File: src/rtl/mpl_pkg.sv
package mpl_pkg;
    // Reference clock
    localparam int unsigned CLK_PERIOD_NS    = 25;
    // Bit times (ns)
    localparam int unsigned BIT_NS_10M       = 100;
    localparam int unsigned BIT_NS_100M      = 10;
    // Latency and carrier limits, in tenths of a bit time
    localparam int unsigned RX10_MAX_DBT     = 70;
    localparam int unsigned TX10_MAX_DBT     = 20;
    localparam int unsigned TX100_MAX_DBT    = 30;
    localparam int unsigned CRS_TX100_DBT    = 30;
    localparam int unsigned CRS_OFF_DBT      = 30;
    localparam int unsigned CRS_TX10_DBT     = 20;
    localparam int unsigned RX100_MAX_DBT    = 170;
    localparam int unsigned CRS_RX_MIN_DBT   = 100;
    localparam int unsigned COL_RX_MIN_DBT   = 90;
    localparam int unsigned CRS_RXE_MIN_DBT  = 130;
    // Power-on reset
    localparam int unsigned POR_MIN_MS       = 40;
    localparam int unsigned POR_CYC          = POR_MIN_MS * 1000 * (1000 / CLK_PERIOD_NS);

    // Cycles of REF_CLK for a time in tenths of bits, rounded down, at least one
    function automatic int unsigned mpl_cyc(input int unsigned dbt, input int unsigned bit_ns);
        int unsigned c;
        c = (dbt * bit_ns) / (10 * CLK_PERIOD_NS);
        return (c < 1) ? 1 : c;
    endfunction : mpl_cyc

    // Cycles rounded up (least times)
    function automatic int unsigned mpl_cyc_up(input int unsigned dbt, input int unsigned bit_ns);
        return (dbt * bit_ns + 10 * CLK_PERIOD_NS - 1) / (10 * CLK_PERIOD_NS);
    endfunction : mpl_cyc_up

    // Receive budgets lose three sync stages, the filter flop and the load edge, five cycles in all
    localparam int unsigned RX10_CYC   = mpl_cyc(RX10_MAX_DBT, BIT_NS_10M) - 5;
    localparam int unsigned TX10_CYC   = mpl_cyc(TX10_MAX_DBT, BIT_NS_10M) - 4;
    localparam int unsigned CRS10_CYC  = mpl_cyc(CRS_TX10_DBT, BIT_NS_10M) - 4;
    localparam int unsigned OFF10_CYC  = mpl_cyc(CRS_OFF_DBT, BIT_NS_10M) - 4;
    localparam int unsigned RX100_CYC  = mpl_cyc(RX100_MAX_DBT, BIT_NS_100M) - 5;
    localparam int unsigned CRSR_CYC   = mpl_cyc_up(CRS_RX_MIN_DBT, BIT_NS_100M);
    localparam int unsigned COLR_CYC   = mpl_cyc_up(COL_RX_MIN_DBT, BIT_NS_100M);
    // End count sits after the sync stages and the load edge, so four come off
    localparam int unsigned CRSE_CYC   = mpl_cyc_up(CRS_RXE_MIN_DBT, BIT_NS_100M) - 4;
    localparam int DLY_W = 8;
endpackage : mpl_pkg

File: src/rtl/mpl_core.sv
`timescale 1ns/100ps
`default_nettype none
// How it works
// - 10M: first received nibble reaches RXD within 7 bit times of line.
// - 10M: first line bit leaves within 2 bit times of TXD sampled.
// - 100M: first /J/ bit leaves within 3 bit times of TXEN sampled; the code takes 4 to 5 REF_CLK cycles, 10 to 12.5 bit times.
// - 100M half duplex: CRS rises 0 to 4 bit times after TXEN; the code raises it 4 to 5 REF_CLK cycles later, 10 to 12.5 bit times.
// - Half duplex: CRS falls 0 to 4 bit times after TXEN drops; at 100M the code takes 4 to 5 REF_CLK cycles, 10 to 12.5 bit times.
// - 10M half duplex: CRS rises within 2 bit times of TXEN.
// - 100M: /J/ nibble on RXD within 17 bit times of line arrival.
// - 100M: CRS rises 10 to 14 bit times after incoming /J/.
// - 100M half duplex: COL rises 9 to 13 bits after /J/ while sending.
// - 100M: CRS falls 13 to 18 bit times after incoming /T/.
// - 100M half duplex: COL falls 13 to 18 bit times after /T/.
// - Power-on reset completes between 40 and 500 ms.
// - 10M bit time is 100 ns.
module mpl_core
    import mpl_pkg::*;
#(
    parameter int unsigned POR_CYCLES = POR_CYC
) (
    input  wire logic       REF_CLK,
    input  wire logic       RST_N,
    input  wire logic       SPEED_100,
    input  wire logic       FULL_DUPLEX,
    input  wire logic       TX_CLK_IN,
    input  wire logic       TXEN,
    input  wire logic [3:0] TXD,
    input  wire logic       LINE_RECEIVE_ACTIVE,
    input  wire logic [3:0] LINE_RECEIVE_NIBBLE,
    input  wire logic       LINE_RECEIVE_END,
    output logic            LINE_TRANSMIT_ACTIVE,
    output logic [3:0]      LINE_TRANSMIT_NIBBLE,
    output logic            RXDV,
    output logic [3:0]      RXD,
    output logic            CRS,
    output logic            COL,
    output logic            RESET_DONE
);

    ////////////////////////////////////////////////////////////////////////
    // Pin synchronisers: three stages, change taken when 2nd and 3rd agree
    logic [2:0] txc_s_q, txc_s_d;
    logic [2:0] ten_s_q, ten_s_d;
    logic [2:0] rxa_s_q, rxa_s_d;
    logic [2:0] rxe_s_q, rxe_s_d;
    logic       txc_f_q, txc_f_d;
    logic       ten_f_q, ten_f_d;
    logic       rxa_f_q, rxa_f_d;
    logic       rxe_f_q, rxe_f_d;
    // Transmit data runs one stage deeper than the clock sync: the MAC
    // launches the next nibble on the very edge we detect, so the nibble
    // that edge samples is the one seen the cycle before it arrived
    logic [15:0] txd_q, txd_d;
    logic [3:0] rxn_q, rxn_d;
    logic       txc_rise;
    logic [3:0] txd_taken;

    // Shift in and filter
    always_comb begin
        txc_s_d = {txc_s_q[1:0], TX_CLK_IN};
        ten_s_d = {ten_s_q[1:0], TXEN};
        rxa_s_d = {rxa_s_q[1:0], LINE_RECEIVE_ACTIVE};
        rxe_s_d = {rxe_s_q[1:0], LINE_RECEIVE_END};
        txc_f_d = (txc_s_q[1] == txc_s_q[2]) ? txc_s_q[2] : txc_f_q;
        ten_f_d = (ten_s_q[1] == ten_s_q[2]) ? ten_s_q[2] : ten_f_q;
        rxa_f_d = (rxa_s_q[1] == rxa_s_q[2]) ? rxa_s_q[2] : rxa_f_q;
        rxe_f_d = (rxe_s_q[1] == rxe_s_q[2]) ? rxe_s_q[2] : rxe_f_q;
        txd_d   = {txd_q[11:0], TXD};
        rxn_d   = LINE_RECEIVE_NIBBLE;
    end

    always_ff @(posedge REF_CLK or negedge RST_N) begin
        if (!RST_N) begin
            txc_s_q <= 3'h0;
            ten_s_q <= 3'h0;
            rxa_s_q <= 3'h0;
            rxe_s_q <= 3'h0;
            txc_f_q <= 1'b0;
            ten_f_q <= 1'b0;
            rxa_f_q <= 1'b0;
            rxe_f_q <= 1'b0;
            txd_q   <= 16'h0;
            rxn_q   <= 4'h0;
        end else begin
            txc_s_q <= txc_s_d;
            ten_s_q <= ten_s_d;
            rxa_s_q <= rxa_s_d;
            rxe_s_q <= rxe_s_d;
            txc_f_q <= txc_f_d;
            ten_f_q <= ten_f_d;
            rxa_f_q <= rxa_f_d;
            rxe_f_q <= rxe_f_d;
            txd_q   <= txd_d;
            rxn_q   <= rxn_d;
        end
    end

    // Filtered rise of the nibble clock
    assign txc_rise  = txc_f_d & ~txc_f_q;

    // Oldest data stage: the value that stood before the clock edge
    assign txd_taken = txd_q[15:12];

    ////////////////////////////////////////////////////////////////////////
    // Power-on reset counter
    logic [31:0] por_q, por_d;
    logic        done_q, done_d;

    // minimum wait
    // The upper limit needs no logic: the count ends far below it
    always_comb begin
        por_d  = por_q;
        done_d = done_q;
        if (!done_q) begin
            if (por_q >= POR_CYCLES - 1) begin
                done_d = 1'b1;
            end else begin
                por_d = por_q + 32'h1;
            end
        end
    end

    always_ff @(posedge REF_CLK or negedge RST_N) begin
        if (!RST_N) begin
            por_q  <= 32'h0;
            done_q <= 1'b0;
        end else begin
            por_q  <= por_d;
            done_q <= done_d;
        end
    end

    ////////////////////////////////////////////////////////////////////////
    // Delay counters for carrier and data edges
    // bit-time scaling
    // Counts come from the package, already scaled from bit times to cycles
    logic [DLY_W-1:0] txd_cnt_q, txd_cnt_d;
    logic [DLY_W-1:0] rxd_cnt_q, rxd_cnt_d;
    logic [DLY_W-1:0] crs_cnt_q, crs_cnt_d;
    logic [DLY_W-1:0] col_cnt_q, col_cnt_d;
    logic             ltx_q, ltx_d;
    logic [3:0]       ltn_q, ltn_d;
    logic             rxdv_q, rxdv_d;
    logic [3:0]       rxd_q, rxd_d;
    logic             crs_tx_q, crs_tx_d;
    logic             crs_rx_q, crs_rx_d;
    logic             col_q, col_d;
    logic             rx_on;
    logic             ten_sampled;
    logic             half;

    assign rx_on       = rxa_f_q & ~rxe_f_q;
    assign ten_sampled = txc_rise & ten_f_q;
    assign half        = ~FULL_DUPLEX;

    // Count down by one; holds at zero so an idle counter never wraps
    function automatic logic [DLY_W-1:0] cnt_dec(input logic [DLY_W-1:0] v);
        return (v == '0) ? v : v - DLY_W'(1);
    endfunction : cnt_dec

    // Transmit path and transmit-side carrier
    always_comb begin
        txd_cnt_d = txd_cnt_q;
        ltx_d     = ltx_q;
        ltn_d     = ltn_q;
        crs_tx_d  = crs_tx_q;
        crs_cnt_d = crs_cnt_q;
        if (!done_q) begin
            // Nothing leaves for the line until power-up is over
            ltx_d    = 1'b0;
            crs_tx_d = 1'b0;
        end else if (ten_sampled && !ltx_q && txd_cnt_q == '0) begin
            txd_cnt_d = SPEED_100 ? DLY_W'(1) : DLY_W'(TX10_CYC);
        end else if (txd_cnt_q != '0) begin
            txd_cnt_d = cnt_dec(txd_cnt_q);
            if (txd_cnt_q == DLY_W'(1)) begin
                ltx_d = 1'b1;
            end
        end else if (!ten_f_q) begin
            // Line goes idle with the filtered enable, no extra tail
            ltx_d = 1'b0;
        end

        // Nibble taken at the same clock edge that samples the enable
        if (ten_sampled) begin
            ltn_d = txd_taken;
        end
        if (done_q && half && ten_f_q) begin
            crs_tx_d  = 1'b1;
            crs_cnt_d = SPEED_100 ? DLY_W'(1) : DLY_W'(OFF10_CYC);
        end else if (crs_cnt_q != '0) begin
            crs_cnt_d = cnt_dec(crs_cnt_q);
            if (crs_cnt_q == DLY_W'(1)) begin
                crs_tx_d = 1'b0;
            end
        end else begin
            crs_tx_d = 1'b0;
        end
    end

    // Receive path, receive carrier and collision
    always_comb begin
        rxd_cnt_d = rxd_cnt_q;
        rxdv_d    = rxdv_q;
        rxd_d     = rxd_q;
        crs_rx_d  = crs_rx_q;
        col_cnt_d = col_cnt_q;
        col_d     = col_q;
        if (!done_q) begin
            rxdv_d    = 1'b0;
            crs_rx_d  = 1'b0;
            col_d     = 1'b0;
            rxd_cnt_d = '0;
        end else if (rx_on && !crs_rx_q) begin
            // receive start
            // At 100M the sync stages already use most of the budget
            rxd_cnt_d = SPEED_100 ? DLY_W'(RX100_CYC) : DLY_W'(RX10_CYC);
            crs_rx_d  = 1'b1;
        end else if (!rx_on && crs_rx_q && col_cnt_q == '0 && rxdv_q) begin
            // carrier and collision end after /T/
            col_cnt_d = DLY_W'(CRSE_CYC);
        end else if (col_cnt_q != '0) begin
            // One counter ends carrier, data valid and collision together
            col_cnt_d = cnt_dec(col_cnt_q);
            if (col_cnt_q == DLY_W'(1)) begin
                crs_rx_d = 1'b0;
                rxdv_d   = 1'b0;
                col_d    = 1'b0;
            end
        end
        if (rxd_cnt_q != '0) begin
            rxd_cnt_d = cnt_dec(rxd_cnt_q);
            if (rxd_cnt_q == DLY_W'(1)) begin
                rxdv_d = 1'b1;
            end
        end
        if (rx_on) begin
            rxd_d = rxn_q;
        end

        // collision while sending
        // Raised from the filtered line itself: waiting for receive carrier
        // would put it one cycle past the latest allowed time
        if (done_q && SPEED_100 && half && ten_f_q && rx_on && !col_q) begin
            col_d = 1'b1;
        end
    end

    always_ff @(posedge REF_CLK or negedge RST_N) begin
        if (!RST_N) begin
            txd_cnt_q <= '0;
            rxd_cnt_q <= '0;
            crs_cnt_q <= '0;
            col_cnt_q <= '0;
            ltx_q     <= 1'b0;
            ltn_q     <= 4'h0;
            rxdv_q    <= 1'b0;
            rxd_q     <= 4'h0;
            crs_tx_q  <= 1'b0;
            crs_rx_q  <= 1'b0;
            col_q     <= 1'b0;
        end else begin
            txd_cnt_q <= txd_cnt_d;
            rxd_cnt_q <= rxd_cnt_d;
            crs_cnt_q <= crs_cnt_d;
            col_cnt_q <= col_cnt_d;
            ltx_q     <= ltx_d;
            ltn_q     <= ltn_d;
            rxdv_q    <= rxdv_d;
            rxd_q     <= rxd_d;
            crs_tx_q  <= crs_tx_d;
            crs_rx_q  <= crs_rx_d;
            col_q     <= col_d;
        end
    end

    ////////////////////////////////////////////////////////////////////////
    // Outputs straight from flip-flops
    // Carrier is the one output built from two flops; both are registered
    assign LINE_TRANSMIT_ACTIVE = ltx_q;
    assign LINE_TRANSMIT_NIBBLE = ltn_q;
    assign RXDV                 = rxdv_q;
    assign RXD                  = rxd_q;
    assign CRS                  = crs_tx_q | crs_rx_q;
    assign COL                  = col_q;
    assign RESET_DONE           = done_q;

endmodule : mpl_core
`default_nettype wire

File: config.mk
export PLATFORM = sky130hd
export DESIGN_NAME = mpl_core
export DESIGN_NICKNAME = d
export VERILOG_FILES = /design/src/rtl/mpl_pkg.sv /design/src/rtl/mpl_core.sv
export SDC_FILE = /design/constraint.sdc
export NUM_CORES = 1
export LEC_CHECK = 0
export ABC_CLOCK_PERIOD_IN_PS = 3000
export BUFFER_PORTS_ARGS = -buffer_cell sky130_fd_sc_hd__buf_2
export CAP_MARGIN = 20
export CORE_ASPECT_RATIO = 0.9
export CORE_MARGIN = 2
export CORE_UTILIZATION = 55
export DETAILED_ROUTE_END_ITERATION = 12
export PLACE_DENSITY = 0.73
export SETUP_SLACK_MARGIN = 0.02
export SYNTH_ARGS = -nofsm -noshare
export SYNTH_HDL_FRONTEND = slang
export SYNTH_SLANG_ARGS = --single-unit
File: constraint.sdc
create_clock -name REF_CLK -period 3 [get_ports REF_CLK]
set_clock_uncertainty 0.2 [all_clocks]
set_input_delay 0.3 -clock REF_CLK [delete_from_list [all_inputs] [get_ports REF_CLK]]
set_output_delay 0.3 -clock REF_CLK [all_outputs]
set_load 0.005 [all_outputs]
# --- After elaboration in Yosys (flattened, before gate mapping) ---
# Cells that the tools add are included.
word_totals:
  ff_bits: 114
  in_bits: 16
  output_inout_bits: 13
classes:
  n_addsub: 5
  n_lt_le_gt_ge: 1
  n_eq_ne: 24
  n_mux: 43
  n_bitwise: 10
  n_reduce_logical: 36
op_table:
  columns: ["operator", "count"]
  rows:
  - ["two-way mux 8 bit", 13]
  - ["adder 32 x 1 -> 32 bit, second input constant", 1]
  - ["equality test 8 x 1 -> 1 bit, second input constant", 4]
  - [">= comparator 32 x 21 -> 1 bit, second input constant", 1]
  - ["zero test 8 bit", 4]
  - ["nonzero test 8 bit", 4]
  - ["subtractor 8 x 1 -> 8 bit, second input constant", 4]
  - ["two-way mux 1 bit", 27]
  - ["inequality test 3 x 1 -> 1 bit, second input constant", 5]
  - ["logical AND 1 bit", 13]
  - ["inequality test 3 x 2 -> 1 bit, second input constant", 4]
  - ["AND reduction 3 bit", 3]
  - ["AND reduction 4 bit", 2]
  - ["inequality test 2 bit, second input constant", 3]
  - ["NOT 1 bit", 6]
  - ["AND reduction 2 bit", 3]
  - ["nonzero test 2 bit", 3]
  - ["two-way mux 5 bit", 1]
  - ["equality test 1 bit", 4]
  - ["zero test 1 bit", 4]
  - ["two-way mux 4 bit", 1]
  - ["inequality test 2 x 1 -> 1 bit, second input constant", 2]
  - ["inequality test 4 x 3 -> 1 bit, second input constant", 1]
  - ["bitwise AND 1 bit", 3]
  - ["other kinds (3)", 3]

# --- Depth between registers and ports, before layout ---
logic_depth:
  word_depth: 11
  ltp_mapped: 7
  mapped_depth_nobuf: 7

# --- Worst setup path after synthesis ---
# OpenSTA, ideal clock, no wires.
synth_timing:
  path_type: "register to register"
  startpoint: "register col_cnt_q[0]"
  endpoint: "register col_cnt_q[6]"
  t_arrival_ns: 1.848
  required_time_ns: 2.675
  path_slack_ns: 0.827
  path_stages_with_launch: 8
  n_path_buf: 0
  period_less_slack_ns: 2.173
  cell_sequence: "dfrtp_1 -> inv_1 -> ha_1 -> or3b_2 -> o211ai_4 -> a21oi_2 -> nor2b_4 -> mux2_4"
synth_via:
  elab_chain_len: 5
synth_rtl:
  columns: ["item", "line", "text"]
  rows:
  - ["start: declaration", "mpl_core.sv:141", "logic [DLY_W-1:0] col_cnt_q, col_cnt_d;"]
  - ["start signal: assignment", "mpl_core.sv:267", "col_cnt_q <= col_cnt_d;"]
  - ["branches (longest 5 deep; another with subtractor 8 x 1 -> 8 bit)", null, null]
# Several ways; the timed one is not identified. The select of a mux whose other input is x is not followed.
# A chain may end at the register's enable or synchronous reset.

# --- Final worst setup path ---
layout_timing:
  startpoint: "register col_cnt_q[1]"
  endpoint: "register col_cnt_q[6]"
# The elaborated chain is that of the path after synthesis.

==> flow_summary.toml <==
[status]
outcome = "completed"

[route]
ant_nets = 0
drt_iter0_markers = 116
route.detailed.drc = 0
vias = 3156
finalWirelength_um = 8810
wl_per_cell_um = 15.0
routed_via_density = 5.38
drt_first_pass_iters = 6

[floorplanning]
core_mm2 = 0.00849
dieArea_mm2 = 0.00945
die_h_um = 92.4
num_rows = 32
initial_core_util_pct = 56.3
chipWidth_um = 102
io_pins = 29

[power]
power_density_mw_per_mm2 = 688
combPwrFrac_pct = 8.4
p_leak_nw = 2.74
p_switching_w = 0.00102
p_sw_share_pct = 25.8
pwr-share-clk_pct = 47.7
intPower_w = 0.00293
p_seq_share_pct = 43.9
ir_worst_vdd_v = 0.000318

[sta]
relSlewSlack_pct = 49.8
hold_viol = 0
tightest_slew_ns = 0.750
setup_viol = 0
maxSlewViolCount = 0
fin_crit_sh_pct = 77.9
period_needed_ns = 2.34
grt_setup_unrepaired = "false"
clock.fmax_mhz = 428
setup_tns_ns = 0

[critical_path]
endpoint_kind = "flop"
path_class = "reg2reg"
slowest_delay_ns = 0.52
cp.required_ns = 3.19
start_kind = "flop"
crit_chain = "inv_1 -> ha_1 -> or3b_2 -> o211ai_4 -> a21oi_2 -> nor2b_4 -> mux2_4"
worstPathMaxFanout = 6
crit_arrival_ns = 2.53
slowest_stage = "or3b_2"

[final_layout]
layout_commonest_cell = "dfrtp_1"
final_cell_mix = "dfrtp_1 (114), nand2_1 (35), nor2_1 (30)"
layout.nets = 484
diodes = 0
drive_above_1_share_pct = 18.8
area_growth_pct = 20.1
nFillCells = 628
finish.utilization_pct = 67.6

[global_routing]
gr-total-overflow = 0
grt.busiest_layer = "met2"
grt_antenna_before_repair = 0
grt_pass1_wl_um = 15000
use_met3_pct = 5.58
grt_pass1_vias = 3263
grt_use_met2_pct = 33.1
grt_use_met1_pct = 27.0
grt_max_degree = 50
grt.total_usage_pct = 20.7

[yosys]
syn_area_per_cell_um2 = 11.8
synth_fp_nets = 435
async_reset_ff_share_pct = 100
ys_ff_latch = 114
synth-edff-count = 0
synth.cell_area_mm2 = 0.00478
syn-instance-count = 406
ys_warn_count = 0
ys_types = 61
synth_ff_type = "dfrtp_1"
ys_seq_area_share_pct = 59.7

[hold_path]
min_path_type = "in2async"

[cts]
clock_path_buffers = 2
clkTransAtPathRegs_ns = 0.06
cts_tree = "done"
cts_sinks = 114
insertion_delay_ns = 0.51
h-tree-depth = 4
cts_buffers = 17
ctsResizeCount = 0
cts-root-buf = "clkbuf_8"

[place]
gp_congestion = 0.864
port_buffers = 28
dp_hpwl_um = 5600

[flow_run]
max_cap_violations = 0
## power by group through the flow
stage / registers [W] / logic [W] / clock network (W)
CTS: 0.00173 / 0.000339 / 0.00193
finish: 0.00173 / 0.000333 / 0.00188
global placement: 0.00175 / 0.000311 / 0
floorplan: 0.00174 / 0.000211 / 0
detailed placement: 0.00176 / 0.000325 / 0
global route: 0.00175 / 0.000384 / 0.00200
## synthesized netlist by cell type (3+ instances only)
cell       instances  area [µm²]
a31oi_1            3        18.8
nor3_2             4        40.0
a21oi_1           12        60.1
inv_1             14        52.6
maj3_1             4        40.0
nand3_1           15        75.1
mux2_2             4        45.0
clkbuf_1          14        52.6
o31ai_1            3        22.5
xnor2_1           18         158
xor2_1            11        96.3
dfrtp_1          114        2850
and3_1             6        37.5
or3_1              4        25.0
mux2i_1            3        30.0
nand2_1           35         131
ha_1              13         163
a21o_1             4        30.0
a31o_2             3        26.3
nor2_1            30         113
nand4_1           10        62.6
o2111ai_1          4        35.0
nor3_1            13        65.1
o21ai_0            9        45.0
and2_1             3        18.8
nor4_1             8        50.1
## path summary, 6_finish.rpt
kind	from	to	depth (start not counted)	slack, ns
max	col_cnt_q[1]	col_cnt_q[6]	7	0.66
min	RST_N	crs_cnt_q[5]	2	0.15
max reg2reg	col_cnt_q[1]	col_cnt_q[6]	7	0.66
min reg2reg	txd_q[11]	txd_q[15]	0	0.15
max in group asynchronous	RST_N	crs_cnt_q[2]	3	1.74
min in group REF_CLK	txd_q[11]	txd_q[15]	0	0.15
## sequential cells by signal, summed over array words and instances, names as in the netlist, 3 cells and up
register              count
por_q                    32
txd_q                    16
col_cnt_q                 8
crs_cnt_q                 8
rxd_cnt_q                 8
txd_cnt_q                 8
LINE_TRANSMIT_NIBBLE      4
RXD                       4
rxn_q                     4
rxa_s_q                   3
rxe_s_q                   3
ten_s_q                   3
txc_s_q                   3
## cell type report
type | instances | area, µm² | area share, %
Inverter | 15 | 56.3 | 0.981
Clock buffer | 17 | 414 | 7.22
Multi-Input combinational cell | 261 | 1790 | 31.2
Timing Repair Buffer | 46 | 328 | 5.71
Clock inverter | 15 | 148 | 2.57
Sequential cell | 114 | 2850 | 49.7
Tap cell | 119 | 149 | 2.59
## routing by layer
layer,wire [µm],vias up
met5,0,-
met4,108,0
met3,263,14
met2,4390,52
met1,4050,1558
li1,-,1532
## through the flow
stage	cell area, µm²	power (W)	setup slack [ns]	cells	hold slack [ns]
after floorplan	4780	0.00195	0.827	406	-0.196
after global placement	5030	0.00206	0.758	540	0.132
after detailed placement	5030	0.00208	0.683	540	0.135
after CTS	5740	0.00400	0.676	587	0.150
after global routing	5740	0.00413	0.523	587	0.152
final	5740	0.00395	0.663	587	0.146
## cell families after synthesis
kind of cell	after synthesis	synth area share [%]
DFF	114	59.7
and+or+nand+nor	150	17.2
xor gates and xnor gates	29	5.32
AOI/OAI and AO/OA	55	8.38
adders and majority gates	17	4.24
muxes	10	2.36
buffers and inverters	31	2.80
## worst max-delay path: cells and delay by family, from the launching register on
family	cells	cell delay [ns]
multiplexers	1	0.30
flip-flops	1	0.38
adder cells (fa/ha/maj)	1	0.18
buffers and inverters	1	0.13
AND/OR/NAND/NOR	2	0.65
AO/OA/AOI/OAI	2	0.38
## timing repair
action | CTS | global route
buffers inserted | 0 | 0
hold buffers | 15 | 0
endpoints found under the hold margin | 68 | 0
No activity file was read; power rests on OpenSTA's default activity.
